File: src/core/irq_regs_map.vh
// Register word indices, field positions and reset values of the interrupt request block
// Byte address on the bus is four times the _OFF value; the IDX_ values are not bus addresses
`ifndef IRQ_REGS_MAP_VH
`define IRQ_REGS_MAP_VH

`define PENDING_LOW_OFF     8'hed
`define ENABLE_LOW_OFF      8'he8
`define PENDING_HIGH_OFF    8'hec
`define ENABLE_HIGH_OFF     8'he4
`define MASTER_CTRL_OFF     8'hf0
`define STATUS_OFF          8'hf4
`define CPU_MASK_OFF        8'hf8

`define IDX_PENDING_LOW     3'd0
`define IDX_ENABLE_LOW      3'd1
`define IDX_PENDING_HIGH    3'd2
`define IDX_ENABLE_HIGH     3'd3
`define IDX_MASTER          3'd4
`define IDX_STATUS          3'd5
`define IDX_CPU_MASK        3'd6

`define LOW_USED_MASK       8'hfd
`define RESET_BYTE          8'h00
`define MASTER_EN_BIT       0

`endif

File: src/core/irq_flag_bit.v
// One interrupt request flag with set, accept-clear and software write
`timescale 1ns/1ps
module irq_flag_bit (
   // Clock and reset
   input  wire sys_clk_in,
   input  wire rst_b_in,
   // Controls
   input  wire event_in,
   input  wire accept_in,
   input  wire wr_en_in,
   input  wire wr_val_in,
   // State
   output reg  flag_out
);
   always @(posedge sys_clk_in or negedge rst_b_in) begin
      if (!rst_b_in) begin
         flag_out <= 1'b0;
      end else if (event_in) begin
         flag_out <= 1'b1;
      end else if (accept_in) begin
         flag_out <= 1'b0;
      end else if (wr_en_in) begin
         flag_out <= wr_val_in;
      end
   end
endmodule

File: src/core/irq_status_bits.v
// Sticky event status bits cleared by writing one
`timescale 1ns/1ps
module irq_status_bits #(
   parameter WIDTH = 16
) (
   // Clock and reset
   input  wire             sys_clk_in,
   input  wire             rst_b_in,
   // Events and clear
   input  wire [WIDTH-1:0] set_in,
   input  wire             clr_en_in,
   input  wire [WIDTH-1:0] clr_in,
   // State
   output reg  [WIDTH-1:0] status_out
);
   always @(posedge sys_clk_in or negedge rst_b_in) begin
      if (!rst_b_in) begin
         status_out <= {WIDTH{1'b0}};
      end else begin
         status_out <= set_in | (status_out & ~(clr_en_in ? clr_in : {WIDTH{1'b0}}));
      end
   end
endmodule

File: src/core/irq_enable_request_regs.v
// Interrupt enable and request flag registers on an AHB-Lite slave
`timescale 1ns/1ps
`include "irq_regs_map.vh"
module irq_enable_request_regs (
   // Clock and reset
   input  wire        sys_clk_in,
   input  wire        rst_b_in,
   // AHB-Lite slave
   input  wire        hsel_in,
   input  wire [9:0]  haddr_in,
   input  wire [1:0]  htrans_in,
   input  wire        hwrite_in,
   input  wire [2:0]  hsize_in,
   input  wire [31:0] hwdata_in,
   input  wire        hready_in,
   output wire [31:0] hrdata_out,
   output wire        hreadyout_out,
   output wire        hresp_out,
   // Peripheral events, high then low group
   input  wire [7:0]  event_high_in,
   input  wire [7:0]  event_low_in,
   // CPU side
   input  wire        cpu_master_en_in,
   input  wire [15:0] accept_in,
   output wire [15:0] cpu_irq_req_out,
   output wire        cpu_irq_out,
   // Summary interrupt
   output wire        irq_out
);
   ////////////////////////////////////////////////////////////////////////////
   // Bus address phase capture
   reg        wr_pend_reg;
   reg        rd_pend_reg;
   reg [7:0]  addr_reg;
   reg [31:0] rdata_reg;
   wire       addr_ok = hsel_in & hready_in & htrans_in[1];

   always @(posedge sys_clk_in or negedge rst_b_in) begin
      if (!rst_b_in) begin
         wr_pend_reg <= 1'b0;
         rd_pend_reg <= 1'b0;
         addr_reg    <= 8'h00;
      end else if (hready_in) begin
         wr_pend_reg <= addr_ok & hwrite_in;
         rd_pend_reg <= addr_ok & ~hwrite_in;
         addr_reg    <= haddr_in[9:2];
      end
   end

   assign hreadyout_out = 1'b1;
   assign hresp_out     = 1'b0;

   ////////////////////////////////////////////////////////////////////////////
   // Write strobes
   wire [7:0] wbyte      = hwdata_in[7:0];
   wire wr_pend_low      = wr_pend_reg & (addr_reg == `PENDING_LOW_OFF);
   wire wr_en_low        = wr_pend_reg & (addr_reg == `ENABLE_LOW_OFF);
   wire wr_pend_high     = wr_pend_reg & (addr_reg == `PENDING_HIGH_OFF);
   wire wr_en_high       = wr_pend_reg & (addr_reg == `ENABLE_HIGH_OFF);
   wire wr_master        = wr_pend_reg & (addr_reg == `MASTER_CTRL_OFF);
   wire wr_status        = wr_pend_reg & (addr_reg == `STATUS_OFF);
   wire wr_mask          = wr_pend_reg & (addr_reg == `CPU_MASK_OFF);

   ////////////////////////////////////////////////////////////////////////////
   // Enable registers, master enable and summary interrupt mask
   reg [7:0]  irq_enable_low_reg;
   reg [7:0]  irq_enable_high_reg;
   reg        master_en_reg;
   reg [15:0] mask_reg;

   always @(posedge sys_clk_in or negedge rst_b_in) begin
      if (!rst_b_in) begin
         irq_enable_low_reg  <= `RESET_BYTE;
         irq_enable_high_reg <= `RESET_BYTE;
         master_en_reg       <= 1'b0;
         mask_reg            <= 16'h0000;
      end else begin
         if (wr_en_low) begin
            irq_enable_low_reg <= wbyte & `LOW_USED_MASK;
         end
         if (wr_en_high) begin
            irq_enable_high_reg <= wbyte;
         end
         if (wr_master) begin
            master_en_reg <= wbyte[`MASTER_EN_BIT];
         end
         if (wr_mask) begin
            mask_reg <= hwdata_in[15:0];
         end
      end
   end

   ////////////////////////////////////////////////////////////////////////////
   // Request flags, one cell per bit
   wire [15:0] pending;
   wire [15:0] events   = {event_high_in, event_low_in & `LOW_USED_MASK};
   wire [15:0] wr_sel   = {{8{wr_pend_high}}, {8{wr_pend_low}} & `LOW_USED_MASK};
   wire [15:0] wr_vals  = {wbyte, wbyte};
   genvar g;
   generate
      for (g = 0; g < 16; g = g + 1) begin : flags
         irq_flag_bit u_flag (
            .sys_clk_in (sys_clk_in),
            .rst_b_in   (rst_b_in),
            .event_in   (events[g]),
            .accept_in  (accept_in[g]),
            .wr_en_in   (wr_sel[g]),
            .wr_val_in  (wr_vals[g]),
            .flag_out   (pending[g])
         );
      end
   endgenerate

   ////////////////////////////////////////////////////////////////////////////
   // Requests to the CPU
   wire master_on = master_en_reg & cpu_master_en_in;
   wire [15:0] enabled = {irq_enable_high_reg, irq_enable_low_reg};
   assign cpu_irq_req_out = pending & enabled & {16{master_on}};
   assign cpu_irq_out     = |cpu_irq_req_out;

   ////////////////////////////////////////////////////////////////////////////
   // Sticky event status and summary interrupt
   wire [15:0] status;
   irq_status_bits #(
      .WIDTH (16)
   ) u_status (
      .sys_clk_in (sys_clk_in),
      .rst_b_in   (rst_b_in),
      .set_in     (events),
      .clr_en_in  (wr_status),
      .clr_in     (hwdata_in[15:0]),
      .status_out (status)
   );
   assign irq_out = |(status & mask_reg);

   ////////////////////////////////////////////////////////////////////////////
   // Read data
   reg [31:0] rd_next;
   always @* begin
      case (addr_reg)
         `PENDING_LOW_OFF:  rd_next = {24'h000000, pending[7:0]};
         `ENABLE_LOW_OFF:   rd_next = {24'h000000, irq_enable_low_reg};
         `PENDING_HIGH_OFF: rd_next = {24'h000000, pending[15:8]};
         `ENABLE_HIGH_OFF:  rd_next = {24'h000000, irq_enable_high_reg};
         `MASTER_CTRL_OFF:  rd_next = {31'h00000000, master_en_reg};
         `STATUS_OFF:       rd_next = {16'h0000, status};
         `CPU_MASK_OFF:     rd_next = {16'h0000, mask_reg};
         default:           rd_next = 32'h00000000;
      endcase
   end

   always @(posedge sys_clk_in or negedge rst_b_in) begin
      if (!rst_b_in) begin
         rdata_reg <= 32'h00000000;
      end else if (addr_ok & ~hwrite_in) begin
         rdata_reg <= 32'h00000000;
      end
   end

   assign hrdata_out = rd_pend_reg ? rd_next : rdata_reg;
endmodule

File: config.mk
export PLATFORM = sky130hd
export DESIGN_NAME = irq_enable_request_regs
export DESIGN_NICKNAME = d
export VERILOG_FILES = /design/src/core/irq_flag_bit.v /design/src/core/irq_status_bits.v /design/src/core/irq_enable_request_regs.v
export VERILOG_INCLUDE_DIRS = /design/src /design/src/core
export SDC_FILE = /design/constraint.sdc
export NUM_CORES = 1
export LEC_CHECK = 0
export ABC_AREA = 1
export BUFFER_PORTS_ARGS = -buffer_cell sky130_fd_sc_hd__buf_2
export CORE_AREA = 2 2 88 98
export DETAILED_ROUTE_END_ITERATION = 10
export DIE_AREA = 0 0 90 100
export MAX_ROUTING_LAYER = met4
export PLACE_DENSITY_LB_ADDON = 0.05
export SETUP_SLACK_MARGIN = 0.02
export SYNTH_ARGS = -nofsm -noshare
export SYNTH_HDL_FRONTEND = slang
export SYNTH_SLANG_ARGS = --single-unit
File: constraint.sdc
create_clock -name sys_clk_in -period 2.3 [get_ports sys_clk_in]
set_clock_uncertainty 0.05 [all_clocks]
set_input_delay 0 -clock sys_clk_in [delete_from_list [all_inputs] [get_ports sys_clk_in]]
set_output_delay 0 -clock sys_clk_in [all_outputs]
set_load 0.01 [all_outputs]
# Word-level counts from Yosys, hierarchy flattened
# Index checks and enable logic that the tools add are counted.
# totals
regBits,73
input_bits,85
out_inout_bits,52
wordCells,114
# op_classes
eq_ne,7
n_mux,48
bitwise_logic,19
n_reduce_logical,17
# ops
operator,count
case mux 16 bit (7 select lines),1
AND 16 bit,4
equality test 8 bit (second input constant),7
two-way mux 1 bit,45
nonzero test 3 bit,15
two-way mux 32 bit,1
OR reduction 16 bit,2
two-way mux 16 bit,1
NOT 16 bit,1
bitwise OR 16 bit,1
AND 1 bit,12
NOT 1 bit,1

# Depth between registers and ports, before layout
# depth
word_depth,6
depth_mapped,10
mapped_depth_nobuf,9

# Hierarchy
# From an unflattened synthesis, not the netlist that was laid out.
# unflattened
hier_cells,650
hier_area_um2,4479.3
# modules_own_cells
mod,instances,cells_per_inst,area_per_inst_um2,seq_area_each_um2
irq_enable_request_regs,1,408,2829.0,1051.0
irq_flag_bit,16,10,60.1,25.0
irq_status_bits,1,82,689.4,400.4

# Worst setup path before layout
# OpenSTA, ideal clock, no wires.
# synth_timing
path_type,register to register
start,register addr_reg[2]
end,register mask_reg[13]
setup_time_ns,0.118
t_arrival_ns,1.235
required_ns,2.132
setup_slack_ns,0.896
stages_incl_launch_ff,10
path_buffers,1
synth_period_minus_slack_ns,1.404
cell_sequence,dfrtp_1 > inv_2 > nand2_1 > nor2_4 > nand2_2 > clkinv_2 > nand2_4 > buf_6 > nand2_1 > o21ai_2
# synth_between
elab_chain_cells,2
# synth_rtl
element,line_no,text
start: declaration,irq_enable_request_regs.v:34,reg [7:0] addr_reg;
start signal: assignment,irq_enable_request_regs.v:46,addr_reg <= haddr_in[9:2];
equality test 8 bit,n/a,
AND 1 bit,irq_enable_request_regs.v:62,wire wr_mask = wr_pend_reg & (addr_reg == `CPU_MASK_OFF);
end signal: assignment,irq_enable_request_regs.v:88,mask_reg <= hwdata_in[15:0];
end: declaration,irq_enable_request_regs.v:69,reg [15:0] mask_reg;
# Every way passes these cells.
# A chain may end at the register's enable or synchronous reset.

# Final worst setup path
# layout_timing
start,register addr_reg[2]
end,register flags[8].u_flag.flag_out
# layout_between
elab_chain_cells,3
# layout_rtl
element,line_no,text
equality test 8 bit,n/a,
AND 1 bit,irq_enable_request_regs.v:58,wire wr_pend_high = wr_pend_reg & (addr_reg == `PENDING_HIGH_OFF);
nonzero test 3 bit (no line),n/a,
end signal: assignment,irq_flag_bit.v:23,flag_out <= wr_val_in;
end: declaration,irq_flag_bit.v:13,output reg flag_out
# Every way passes these cells.

==> results by group <==
Timing
  • Setup violators final: 0
  • Max Clk Rate: ~0.47 GHz
  • Hold Vio Cnt, Final: 0
  • Minimum clock period: roughly 2.1 ns
  • Final period util: 0.927
  • Max_slew headroom: 0.609
  • Setup TNS Final: 0 ns
  • Final Slew Violations: 0
  • Worst slew pin tran: between 0.5 and 0.6 ns
  • RSZ-0062 raised after global routing: false

CTS
  • CTS Sinks: 73
  • Clk root buf: clkbuf_8
  • CTS Buf Count: 9
  • H-Tree Depth: 3
  • CTS Buffer Depth: 2
  • Clock tree from TritonCTS: yes
  • Clock transition at path regs: ~0.080 ns
  • Clk_lat worst skew: roughly 0.36 ns

Worst setup path
  • Critical path launch point type: flip-flop
  • Critical path required time: about 2.6 ns
  • Crit-path leading delay family: buffers and inverters
  • Critical path fanouts, max: 8
  • Setup Crit Path Kind: reg2reg
  • Crit path capture type: flip-flop
  • Worst Path Buf+Inv: 2
  • Worst path max stage delay: just under 0.6 ns
  • CP max stage cell: dlygate4sd3_1
  • Crit path DAT: ~2.4 ns
  • Critical-path cell list: nand2_1, nor2_4, nand2_4, nor2_4, buf_4, a31oi_1, dlygate4sd3_1, nand2_1

Pwr
  • Seq pwr share: 0.477
  • Clk pwr share: 0.359
  • LEAKAGE: 3.05 nW
  • Cell internal pwr: about 0.0021 W
  • Combinational Power Share: 0.164
  • Net switching fraction of the power: 0.285
  • Switch Pwr: roughly 0.00083 W
  • Peak supply drop: between 0.3 and 0.4 mV
  • PD cells: 512 mW/mm2

Place
  • Cells after DPL: about 720
  • RD Place Congestion: around 0.86
  • Port Buffer Count: 93
  • Dpl hpwl: 8170 um

Floorplan
  • CORE AREA: roughly 0.0081 mm2
  • Die H: 100 um
  • Rows: 35
  • Horiz. Die Dim: approximately 90 um
  • Die Area: 0.00900 mm2
  • I/O pin count: about 140
  • Starting Density: 0.525

Routing
  • Per-cell routed wire length: about 15 um
  • First-pass DRT Iterations: 4
  • Residual DRC: 0
  • Antenna-violating nets left: 0
  • Mean number of vias per cell: a little over 5
  • DRT Wirelength: between 10000 and 15000 um
  • Drt initial violations: between 200 and 300
  • Via count: 4233

Synthesis
  • Synth async-reset ratio: 1.00
  • Synth cell types: 30
  • Synthesized netlist cell count: approximately 530
  • Main synth FF type: dfrtp_1
  • Post-synth EDFFs: 0
  • Number of synthesized register bits: between 70 and 80
  • Syn_area_per_cell: ~8.0 um2
  • Cell Area, Synth: roughly 0.0043 mm2
  • Syn. warnings: 0
  • Register area share after synthesis: 0.428

Layout
  • Synth-to-Final Area Change: 34.2%
  • Commonest cells after routing, fill and taps aside: nand2_1, buf_2, dlygate4sd3_1
  • Inserted Diodes: 0
  • Multi-input gate area: between 0.0015 and 0.002 mm2
  • Fillers: approximately 700
  • Layout cells sized above 1: 0.239
  • Layout Cells excl Fill: between 800 and 900
  • Most common cell after layout, fill and taps aside: nand2_1
  • Final #Nets: between 700 and 800
  • FF/Latch Area: between 0.0015 and 0.002 mm2

GRT
  • Number of global-route vias before repair: just over 4000
  • Largest net degree at the start of global routing: 74
  • Initial antenna violation count: 0
  • GRT overflow: 0
  • GR Util All Layers: 0.298
  • Global-route wire length before repair: slightly above 20000 um

Outcome
  • Run status: finished, final reports clean

Hold path
  • Hold WC Path Type: in2reg

Job
  • Max cap viols: 0
==> what timing repair did <==
action                                  4_1_cts  5_1_grt
gates resized for setup                       0        1
setup buffers                                 0        2
hold endpoints to repair                    137        0
endpoints found under the setup margin        0        6
hold buffers                                 79        0
==> routing by layer <==
metal,routed length (um),global-route usage,vias up,share of wire
li1,-,-,2047,-
met1,5610,0.384,2018,0.45
met2,6100,0.491,149,0.49
met3,631,0.0420,19,0.050
met4,230,0.103,0,0.018
met5,0,-,-,0
==> power by group through the flow <==
stage	sequential, W	combinational, W	clock, W
after floorplan	0.00141	0.000248	0
after global placement	0.00142	0.000356	0
after detailed placement	0.00143	0.000363	0
after CTS	0.00140	0.000471	0.00107
after global routing	0.00141	0.000530	0.00112
final	0.00140	0.000481	0.00105
==> synthesized netlist by cell type, types with 3 or more instances <==
master	instances	area, um2
nand2_2	4	25.0
mux2_2	3	33.8
o21a_1	14	105
o21ai_0	14	70.1
nand2_4	5	56.3
inv_2	4	15.0
nand2_1	125	469
inv_1	70	263
buf_6	7	78.8
nor2_8	3	60.1
o22ai_1	3	18.8
dfrtp_1	73	1830
a31oi_1	14	87.6
nand4_1	17	106
buf_2	4	20.0
nor2_1	32	120
nor2_4	6	67.6
nand3_1	68	340
a21oi_1	7	35.0
buf_4	21	158
o21ai_2	25	219
clkbuf_1	3	11.3
==> layout make-up <==
| cell class | instances | share of cell area |
|---|---|---|
| clock buffers | 10 | 0.0240 |
| clock inverters | 6 | 0.0116 |
| inverters | 77 | 0.0533 |
| multi-input cells | 366 | 0.339 |
| flip-flops and latches | 73 | 0.319 |
| well taps | 111 | 0.0242 |
| repair buffers | 178 | 0.229 |
==> stage by stage <==
stage          setup slack [ns]  hold slack, ns  cell area, um2  utilization  power [W]
4_1_cts                  0.0852          0.0451            5710        0.701    0.00294
3_3_place_gp              0.502          0.0162            4720        0.579    0.00178
2_1_floorplan             0.896          -0.346            4340            -    0.00166
3_5_place_dp              0.492          0.0207            4720        0.579    0.00179
5_1_grt                  0.0875          0.0636            5730        0.704    0.00306
6_report                  0.168          0.0675            5730        0.704    0.00293
==> cell families (layout without fill, tap and decap cells) <==
| kind of cell | after synthesis | count (layout) | share of synthesized area |
|---|---|---|---|
| AND/OR/NAND/NOR | 262 | 262 | 0.295 |
| buffers and inverters | 112 | 271 | 0.134 |
| AO/OA/AOI/OAI | 82 | 82 | 0.134 |
| flip-flops | 73 | 73 | 0.428 |
| multiplexers | 3 | 3 | 0.00791 |
| other | 2 | 19 | 0.00176 |
==> worst paths after layout <==
check	start	end	slack (ns)	cells after the start
max	addr_reg[2]$_DFFE_PN0P_	flags[8].u_flag.flag_out$_DFFE_PN0P_	0.17	8
min	hready_in	addr_reg[5]$_DFFE_PN0P_	0.07	2
max reg2reg	addr_reg[2]$_DFFE_PN0P_	flags[8].u_flag.flag_out$_DFFE_PN0P_	0.17	8
min reg2reg	mask_reg[11]$_DFFE_PN0P_	mask_reg[11]$_DFFE_PN0P_	0.47	2
max in group asynchronous	rst_b_in	irq_enable_low_reg[3]$_DFFE_PN0P_	1.72	3
min in group asynchronous	rst_b_in	addr_reg[0]$_DFFE_PN0P_	0.14	3
(Power assumes the default switching activity.)
